[src/include/swt_pkg.sv]
// Purpose: shared constants for the wake-up timer pair
// Assumes: 250 MHz main clock; 32 kHz sources arrive as pins and are sampled
// Notes: all timing counts derive from named rates

package swt_pkg;
  localparam int SWT_TIMER_W = 41;
  localparam int SWT_REF_W = 32;
  localparam int SWT_NUM_TIMERS = 2;
  localparam int SWT_CLK_HZ = 250000000;
  localparam int SWT_REF_HZ = 16000000;
  // divider for the 16 MHz reference tick, 250 MHz / 16 MHz rounded down
  localparam int SWT_REF_DIV = SWT_CLK_HZ / SWT_REF_HZ;
  localparam logic [SWT_TIMER_W-1:0] SWT_COUNT_RST = 41'h000_0000_0000;
  localparam logic [SWT_REF_W-1:0] SWT_REF_RST = 32'h0000_0000;
  localparam logic [1:0] SWT_FLAG_RST = 2'h0;

  typedef enum logic [2:0] {
    SWT_CAL_IDLE = 3'b001,
    SWT_CAL_RUN = 3'b010,
    SWT_CAL_DONE = 3'b100
  } swt_cal_state_t;
endpackage : swt_pkg

[src/verilog/swt_wakeup_timers.sv]
// Purpose: two 41-bit wake-up down counters with calibration reference counter
// Assumes: 32 kHz clocks and sleep levels come from outside and are synchronised here
// Notes: one clock domain; 32 kHz and 16 MHz rates are enable pulses

`timescale 1ns/10ps

module swt_wakeup_timers
  import swt_pkg::*;
#(
  parameter int TIMER_W = SWT_TIMER_W,
  parameter int REF_W = SWT_REF_W,
  parameter int REF_DIV = SWT_REF_DIV
) (
  input wire logic clk,
  input wire logic rst,
  input wire logic rc_osc_32k,
  input wire logic ext_clk_32k,
  input wire logic src_sel_ext,
  input wire logic sleep_mode,
  input wire logic deep_sleep,
  input wire logic xtal_running,
  input wire logic [1:0] sleep_disable,
  input wire logic [1:0] irq_enable,
  input wire logic [1:0] load_strobe,
  input wire logic [TIMER_W-1:0] load_value,
  input wire logic [1:0] start_strobe,
  input wire logic [1:0] stop_strobe,
  input wire logic cal_start,
  input wire logic status_read,
  output logic [TIMER_W-1:0] count0,
  output logic [TIMER_W-1:0] count1,
  output logic [1:0] running,
  output logic [1:0] expired,
  output logic irq,
  output logic [1:0] wake_event,
  output logic [REF_W-1:0] ref_count,
  output logic cal_busy
);

  // ------------------------------------------------------------
  // input synchronisers
  // ------------------------------------------------------------
  logic [2:0] rc_sync_reg;
  logic [2:0] ext_sync_reg;
  logic [1:0] sleep_sync_reg;
  logic [1:0] deep_sync_reg;

  always_ff @(posedge clk) begin
    if (rst) begin
      rc_sync_reg <= 3'h0;
      ext_sync_reg <= 3'h0;
      sleep_sync_reg <= 2'h0;
      deep_sync_reg <= 2'h0;
    end else begin
      rc_sync_reg <= {rc_sync_reg[1:0], rc_osc_32k};
      ext_sync_reg <= {ext_sync_reg[1:0], ext_clk_32k};
      sleep_sync_reg <= {sleep_sync_reg[0], sleep_mode};
      deep_sync_reg <= {deep_sync_reg[0], deep_sleep};
    end
  end

  // edge detect reads only stages 1 and 2, never the first flop
  logic rc_tick;
  logic ext_tick;
  logic tick_32k;
  assign rc_tick = rc_sync_reg[1] & ~rc_sync_reg[2];
  assign ext_tick = ext_sync_reg[1] & ~ext_sync_reg[2];
  assign tick_32k = src_sel_ext ? ext_tick : rc_tick;

  // ------------------------------------------------------------
  // timer counters
  // ------------------------------------------------------------
  logic [TIMER_W-1:0] count_reg [2];
  logic [1:0] run_reg;
  logic [1:0] step;
  logic [1:0] zero_hit;

  always_comb begin
    for (int i = 0; i < 2; i++) begin
      // deep sleep always halts; plain sleep halts if disabled
      step[i] = run_reg[i] & tick_32k & ~deep_sync_reg[1]
                & ~(sleep_sync_reg[1] & sleep_disable[i]);
      zero_hit[i] = step[i] && (count_reg[i] == {{(TIMER_W-1){1'b0}}, 1'b1});
    end
  end

  always_ff @(posedge clk) begin
    if (rst) begin
      count_reg[0] <= TIMER_W'(SWT_COUNT_RST);
      count_reg[1] <= TIMER_W'(SWT_COUNT_RST);
    end else begin
      for (int i = 0; i < 2; i++) begin
        if (load_strobe[i]) begin
          count_reg[i] <= load_value;
        end else if (step[i]) begin
          count_reg[i] <= count_reg[i] - 1'b1; // wraps below zero
        end
      end
    end
  end

  // stop wins over start in the same cycle
  always_ff @(posedge clk) begin
    if (rst) begin
      run_reg <= 2'h0;
    end else begin
      for (int i = 0; i < 2; i++) begin
        if (stop_strobe[i]) begin
          run_reg[i] <= 1'b0;
        end else if (start_strobe[i]) begin
          run_reg[i] <= 1'b1;
        end
      end
    end
  end

  // ------------------------------------------------------------
  // sticky expiry flags and wake/interrupt
  // ------------------------------------------------------------
  logic [1:0] expired_reg;
  logic [1:0] wake_reg;

  // a new expiry in the read cycle survives the clear
  always_ff @(posedge clk) begin
    if (rst) begin
      expired_reg <= SWT_FLAG_RST;
    end else begin
      expired_reg <= (status_read ? 2'h0 : expired_reg) | zero_hit;
    end
  end

  always_ff @(posedge clk) begin
    if (rst) begin
      wake_reg <= 2'h0;
    end else begin
      wake_reg <= zero_hit & irq_enable & {2{sleep_sync_reg[1]}};
    end
  end

  assign irq = |(expired_reg & irq_enable);
  assign wake_event = wake_reg;
  assign expired = expired_reg;
  assign running = run_reg;
  assign count0 = count_reg[0];
  assign count1 = count_reg[1];

  // ------------------------------------------------------------
  // calibration reference counter
  // ------------------------------------------------------------
  localparam int DIV_W = $clog2(REF_DIV + 1);
  logic [DIV_W-1:0] div_reg;
  logic ref_tick;
  assign ref_tick = (div_reg == DIV_W'(REF_DIV - 1));

  // 16 MHz enable; 250/16 is not whole, so the rate runs slightly fast
  always_ff @(posedge clk) begin
    if (rst || ref_tick) begin
      div_reg <= '0;
    end else begin
      div_reg <= div_reg + 1'b1;
    end
  end

  swt_cal_state_t cal_state_reg;
  logic [REF_W-1:0] ref_reg;

  // zero_hit is already in this domain, so no crossing can drop it
  always_ff @(posedge clk) begin
    if (rst) begin
      cal_state_reg <= SWT_CAL_IDLE;
    end else begin
      unique case (cal_state_reg)
        SWT_CAL_IDLE: begin
          if (cal_start && xtal_running) begin
            cal_state_reg <= SWT_CAL_RUN;
          end
        end
        SWT_CAL_RUN: begin
          if (zero_hit[0]) begin
            cal_state_reg <= SWT_CAL_DONE;
          end
        end
        SWT_CAL_DONE: begin
          if (cal_start && xtal_running) begin
            cal_state_reg <= SWT_CAL_RUN;
          end
        end
        default: begin
          cal_state_reg <= SWT_CAL_IDLE;
        end
      endcase
    end
  end

  always_ff @(posedge clk) begin
    if (rst) begin
      ref_reg <= REF_W'(SWT_REF_RST);
    end else if (cal_start && xtal_running && cal_state_reg != SWT_CAL_RUN) begin
      ref_reg <= REF_W'(SWT_REF_RST);
    end else if (cal_state_reg == SWT_CAL_RUN && ref_tick && run_reg[0]) begin
      ref_reg <= ref_reg + 1'b1;
    end
  end

  assign ref_count = ref_reg;
  assign cal_busy = (cal_state_reg == SWT_CAL_RUN);

endmodule : swt_wakeup_timers
[config.mk]
export PLATFORM = sky130hd
export DESIGN_NAME = swt_wakeup_timers
export DESIGN_NICKNAME = d
export VERILOG_FILES = /design/src/include/swt_pkg.sv /design/src/verilog/swt_wakeup_timers.sv
export SDC_FILE = /design/constraint.sdc
export NUM_CORES = 1
export LEC_CHECK = 0
export BUFFER_PORTS_ARGS = -buffer_cell sky130_fd_sc_hd__buf_4
export CAP_MARGIN = 40
export CORE_MARGIN = 4
export CORE_UTILIZATION = 54
export DETAILED_ROUTE_END_ITERATION = 8
export PLACE_DENSITY_LB_ADDON = 0.12
export SLEW_MARGIN = 5
export SYNTH_ARGS = -nofsm -noshare
export SYNTH_HDL_FRONTEND = slang
export SYNTH_SLANG_ARGS = --single-unit
[constraint.sdc]
create_clock -name clk -period 2.9 [get_ports clk]
set_input_delay 0.435 -clock clk [delete_from_list [all_inputs] [get_ports clk]]
set_output_delay 0.435 -clock clk [all_outputs]
set_load 0.005 [all_outputs]
=== Yosys cells after proc, flatten, opt, wreduce, memory -nomap -nowiden ===
Memories as Yosys holds them, arrays and structs flattened.
Index checks and enable logic that the tools add are counted.

* Memory bits (writable): 82
* Latch bits: 0
* ROM bits: 0
* Word-level logic and storage cells: 86
* Memories: 1
* Output and inout port bits: 122
* Register bits: 55

* $lt $le $gt $ge: 0
* Shift-type cells: 0
* Reductions and logical operators: 13
* Bitwise operators: 23
* Eq/ne operators: 9
* Multipliers: 0
* Div/mod/pow operators: 0
* Multiplexer cells: 25
* Add/sub/neg operators: 4

{| class="wikitable"
|+ Memory list
! memory !! depth !! bits a word !! rd ports !! clocked after Yosys merged registers in !! wr ports !! RTL line !! text
|-
| count_reg || 2 || 41 || 2 || 0 || 2 || swt_wakeup_timers.sv:73 || <nowiki>logic [TIMER_W-1:0] count_reg [2];</nowiki>
|}

{| class="wikitable"
|+ Operators with widths
! kind !! number
|-
| 2-to-1 mux 41 bit || 4
|-
| equality test 41 x 1 -> 1 bit, second input constant || 2
|-
| subtractor 41 x 1 -> 41 bit, second input constant || 2
|-
| adder 32 x 1 -> 32 bit, second input constant || 1
|-
| 2-to-1 mux 1 bit || 17
|-
| bitwise AND 1 bit || 10
|-
| OR reduction 2 bit || 5
|-
| bitwise AND 2 bit || 3
|-
| logical AND 1 bit || 6
|-
| 2-to-1 mux 3 bit || 2
|-
| case mux 3 bit (2 select lines) || 1
|-
| inverter 1 bit || 5
|-
| adder 4 x 1 -> 4 bit, second input constant || 1
|-
| equality test 4 bit, second input constant || 1
|-
| != test 2 x 1 -> 1 bit, second input constant || 2
|-
| bitwise OR 1 bit || 4
|-
| equality test 3 x 1 -> 1 bit, second input constant || 1
|-
| equality test 3 x 2 -> 1 bit, second input constant || 1
|-
| equality test 3 bit, second input constant || 1
|-
| != test 3 x 2 -> 1 bit, second input constant || 1
|-
| 2-to-1 mux 2 bit || 1
|-
| bitwise OR 2 bit || 1
|-
| AND reduction 2 bit || 1
|-
| logical OR 1 bit || 1
|}

=== Logic depth before layout (Yosys ltp) ===
* Depth in word-level cells: 11
* Mapped depth: 9

=== Least setup slack after synthesis ===
Ideal clock, no wire load.

* Path kind: input to register
* From: input src_sel_ext
* To: memory count_reg[0][0] (netlist name), enable pin
* Library setup time: 0.399 ns
* Arrival: 2.228 ns
* Stages on the path: 4
* Data required time: 2.501 ns
* Path slack: 0.273 ns
* Buffers on the path: 0
* Cells stage by stage: or3b_2 -> a21oi_1 -> nand3_1 -> nand2_1

{| class="wikitable"
|+ RTL lines
! element !! RTL line !! text
|-
| start, declared || swt_wakeup_timers.sv:18 || <nowiki>input wire logic src_sel_ext,</nowiki>
|-
| end, declared || swt_wakeup_timers.sv:73 ||
|}

==> results.md <==
Placement:
- The final RePlAce weighted congestion is about 0.9.
- After detailed placement, the total cell area comes to about 9000 sq um.
- The number of I/O port buffers is 182.
- Summed over all nets, the half-perimeter wirelength after detailed placement is roughly 15 mm.

Logic synthesis:
- The count of flip-flops with a built-in enable after synthesis is 82.
- During synthesis, Yosys emitted a total of 0 warnings.
- The share of synthesized area occupied by flip-flops and latches is between 40% and 50%.
- Among all flip-flop cells after synthesis, the most frequent one is edfxtp_1.
- The share of synthesized registers carrying an async set or reset is 0%.
- Summing the areas of all compound-gate instances in the mapped netlist gives 11.4% of the synthesized area.
- The top-area cell type share of the netlist area is between 30 and 40%.
- The synthesized area is 7300 sq um.
- By area the synthesized netlist is led by edfxtp_1 (34%), dfxtp_1 (15%), xnor2_1 (7.7%).
- Multiplexer cells account for 0% of the synthesized area.
- Each instance of the synthesized netlist takes up on average between 9 and 10 sq um.
- The dominant combinational cell family by area after synthesis is simple AND/OR/NAND/NOR gates.
- The adder and majority cell fraction of the synthesized area is 1.20%.
- The net count after synthesis is around 850.
- In the synthesized netlist, the number of instances is 777.
- The synthesized netlist devotes about a quarter of its cell area to simple gates.
- After synthesis the netlist holds a flip-flop and latch count of between 100 and 150.
- The synthesized netlist contains between 40 and 50 unique library cells.
- The largest total area in the synthesized netlist belongs to edfxtp_1.
- The synthesized netlist devotes between 10% and 20% of its cell area to XOR and XNOR gates.

Die:
- The die is 124 um tall.
- The starting density of the core is a little under three fifths.
- The area enclosed by the die boundary is between 15000 and 20000 sq um.
- The count of boundary I/O pins is 183.
- The standard-cell row count is 42.
- The total area inside the core boundary comes to 13200 sq um.
- In this run the horizontal extent of the chip is around 120 um.

STA:
- The final-report max-slew violation count is 0.
- The number of setup violations in the final report is 0.
- The actual slew at the worst max-slew pin is between 0.7 and 0.8 ns.
- Between clock sinks in the finished design, the worst skew comes to 0.00892 ns.
- Setup repair after global routing left no endpoint under its margin.
- For the final routed database, the setup TNS stands at 0 ns.
- Based on the critical path, the design can be clocked at up to roughly 0.38 GHz.
- The number of failing hold endpoints at the final stage is 0.
- Measured against its own limit, the worst slew margin works out to about 49%.
- The post-route clock period utilization is roughly nine tenths.
- The shortest period the worst path allows is 2.67 ns.

Power:
- Power spread over the standard cell area amounts to 541 nW/um^2.
- Summed over all cells, the static leakage comes to roughly 3.6 nW.
- The highest ir drop seen on vdd is 0.427 mV.

CTS:
- The clock tree synthesis step divided the H-tree into 4 levels.
- The latest clock arrival within the worst-skew pair is between 0.4 and 0.5 ns.
- After clock tree synthesis, the clock-pin slew on the worst setup and hold paths is approximately 0.06 ns.
- In this run the deepest clock path goes through 2 buffers.
- The total setup buffers inserted after CTS is 0.
- The CTS buffer count is 17.
- The count of hold-fix buffers inserted at cts is 0.
- The clock tree from TritonCTS is yes.
- The post-CTS resize count is 0.
- The buffer cell driving the clock tree root is clkbuf_16.
- The clock sink total is 137.

Min path:
- The worst min-delay path category is in -> reg.

Detailed routing:
- The number of nets with antenna violations after routing is 0.
- The aggregate routed wire length is approximately 21 mm.
- Dividing the detail-routed wire length by the instance count gives approximately 18 um.
- The number of DRC violations after detailed-routing iteration 0 is 541.
- For this run, design rule violations remaining after detail routing come to 0.
- Dividing the detail-routed via count by the number of cells gives slightly below 6.
- Detailed routing inserted a total of around 6700 vias.
- The first-pass iteration count of the detailed router is 5.

Worst setup path:
- In this design, the largest share of critical-path delay is due to simple AND/OR/NAND/NOR gates.
- Along the worst path, the maximum fanout reaches 4.
- The worst setup path category is reg -> reg.
- For this run, the slowest stage of the critical path takes 0.62 ns.
- The worst setup path is launched from a register.
- Together, buffers and inverters on the worst path number 0.
- Across all register-to-register paths, the minimum setup slack is roughly 0.23 ns.
- The signal on the critical path passes through nor4_1 > nand4_2 > or4_4 > nor4_2 > xnor2_1 > o21ai_1.
- The required time of the worst setup path is ~3.0 ns.
- The worst setup path is captured at a register.
- The largest individual stage delay along the critical path comes from the cell or4_4.
- The data arrival at the endpoint of the critical path is around 2.8 ns.

Global route:
- The maximum number of pins on one net before global-route repair is 83.
- The aggregate global routing overflow is 0.
- The number of global-route vias before repair came to between 6000 and 7000.
- The first global-routing pass estimated 34.0 mm of wire.
- Global routing used between 20% and 30% of the available tracks.
- The initial antenna violation count is 0.

Final layout:
- The number of antenna diodes in the final layout is 0.
- The post-route core utilization is 72.7%.
- In the final layout, the share of cells above drive strength 1 is 26.6%.
- The final non-filler cell area is a little under 10000 sq um.
- Relative to the synthesized area, the layout overhead comes to 31.8%.
- In the layout the commonest cells are buf_4 (203), nor2_1 (89), edfxtp_1 (82), o21ai_0 (68), nand3_1 (65).
- The net count of the finished layout is just over 1000.
- The most common cell after layout, fill and taps aside is buf_4.
- The number of flip-flops under the largest register name is 82.

Outcome:
- The run finished with clean final reports.

Run:
- The tool flagged a number of max-cap violations equal to 0.
worst paths after layout:
check,start,to,cells past startpoint
worst max-delay path,count_reg[1][13],count_reg[1][32],6
worst max register to register,count_reg[1][13],count_reg[1][32],6
worst min-delay path,stop_strobe[1],running[1],2
worst min register to register,sleep_sync_reg[0],sleep_sync_reg[1],1
through the flow:
step / std cells / total power, mW / worst slack, ns / hold slack, ns
final: 1158 / 5.21 / 0.235 / 0.177
after global placement: 1125 / 2.97 / 0.323 / 0.418
after detailed placement: 1126 / 3.00 / 0.278 / 0.422
after floorplan: 777 / 2.63 / 0.273 / 0.414
after CTS: 1158 / 5.23 / 0.248 / 0.160
after global routing: 1158 / 5.39 / 0.0596 / 0.170
layout make-up:
class / count / area (sq um)
Sequential cell: 137 / 3560
Fill cell: 1011 / 3620
Clock buffer: 28 / 572
Multi-Input combinational cell: 594 / 3570
Clock inverter: 4 / 47.5
Inverter: 12 / 45.0
Timing Repair Buffer: 207 / 1600
Tap cell: 176 / 220
Yosys cell counts, types with 2 or more instances:
cell type  count
nand4_1       16
or4_1          8
nand2b_1       4
o21ai_2        2
o21ai_0       68
nand3b_1       3
nor4_2         6
ha_1           7
clkbuf_1      24
nor2_1        89
or3_1         22
nor2b_1       12
xor2_1        28
o21ai_1       11
a31oi_1        2
a211oi_1      14
a311oi_1       2
nor3b_1        3
a21oi_1       45
and3_1         5
dfxtp_1       55
nand3_1       65
inv_1         12
o31ai_1        2
nor3_1        30
nor3_2         3
edfxtp_1      82
or4_4          3
xnor2_1       64
nor4_1        22
buf_2         10
nand2_1       43
where the power goes:
group	total (mW)	internal, mW	switching, mW	leakage (nW)
Clock	2.24	1.43	0.803	0.311
Sequential	2.33	2.18	0.143	1.35
Combinational	0.644	0.327	0.317	1.92
cell families (layout without fill, tap and decap cells):
group                      Yosys count  in the layout
and+or+nand+nor                    344            344
AOI/OAI and AO/OA                  151            151
DFF                                137            137
xor gates and xnor gates            92             92
buffers and inverters               46            251
adders and majority gates            7              7
routing by layer:
metal  GRT usage, %  part of all wire [%]  routed length [um]  vias up
li1               -                     -                   -     3221
met1           34.9                    41                8720     3197
met2           43.3                    48               10100      287
met3           6.86                   8.0                1690       41
met4           10.8                   3.0                 631        0
met5              0                     0                   0        -
Power figures use the tool's default switching activity.
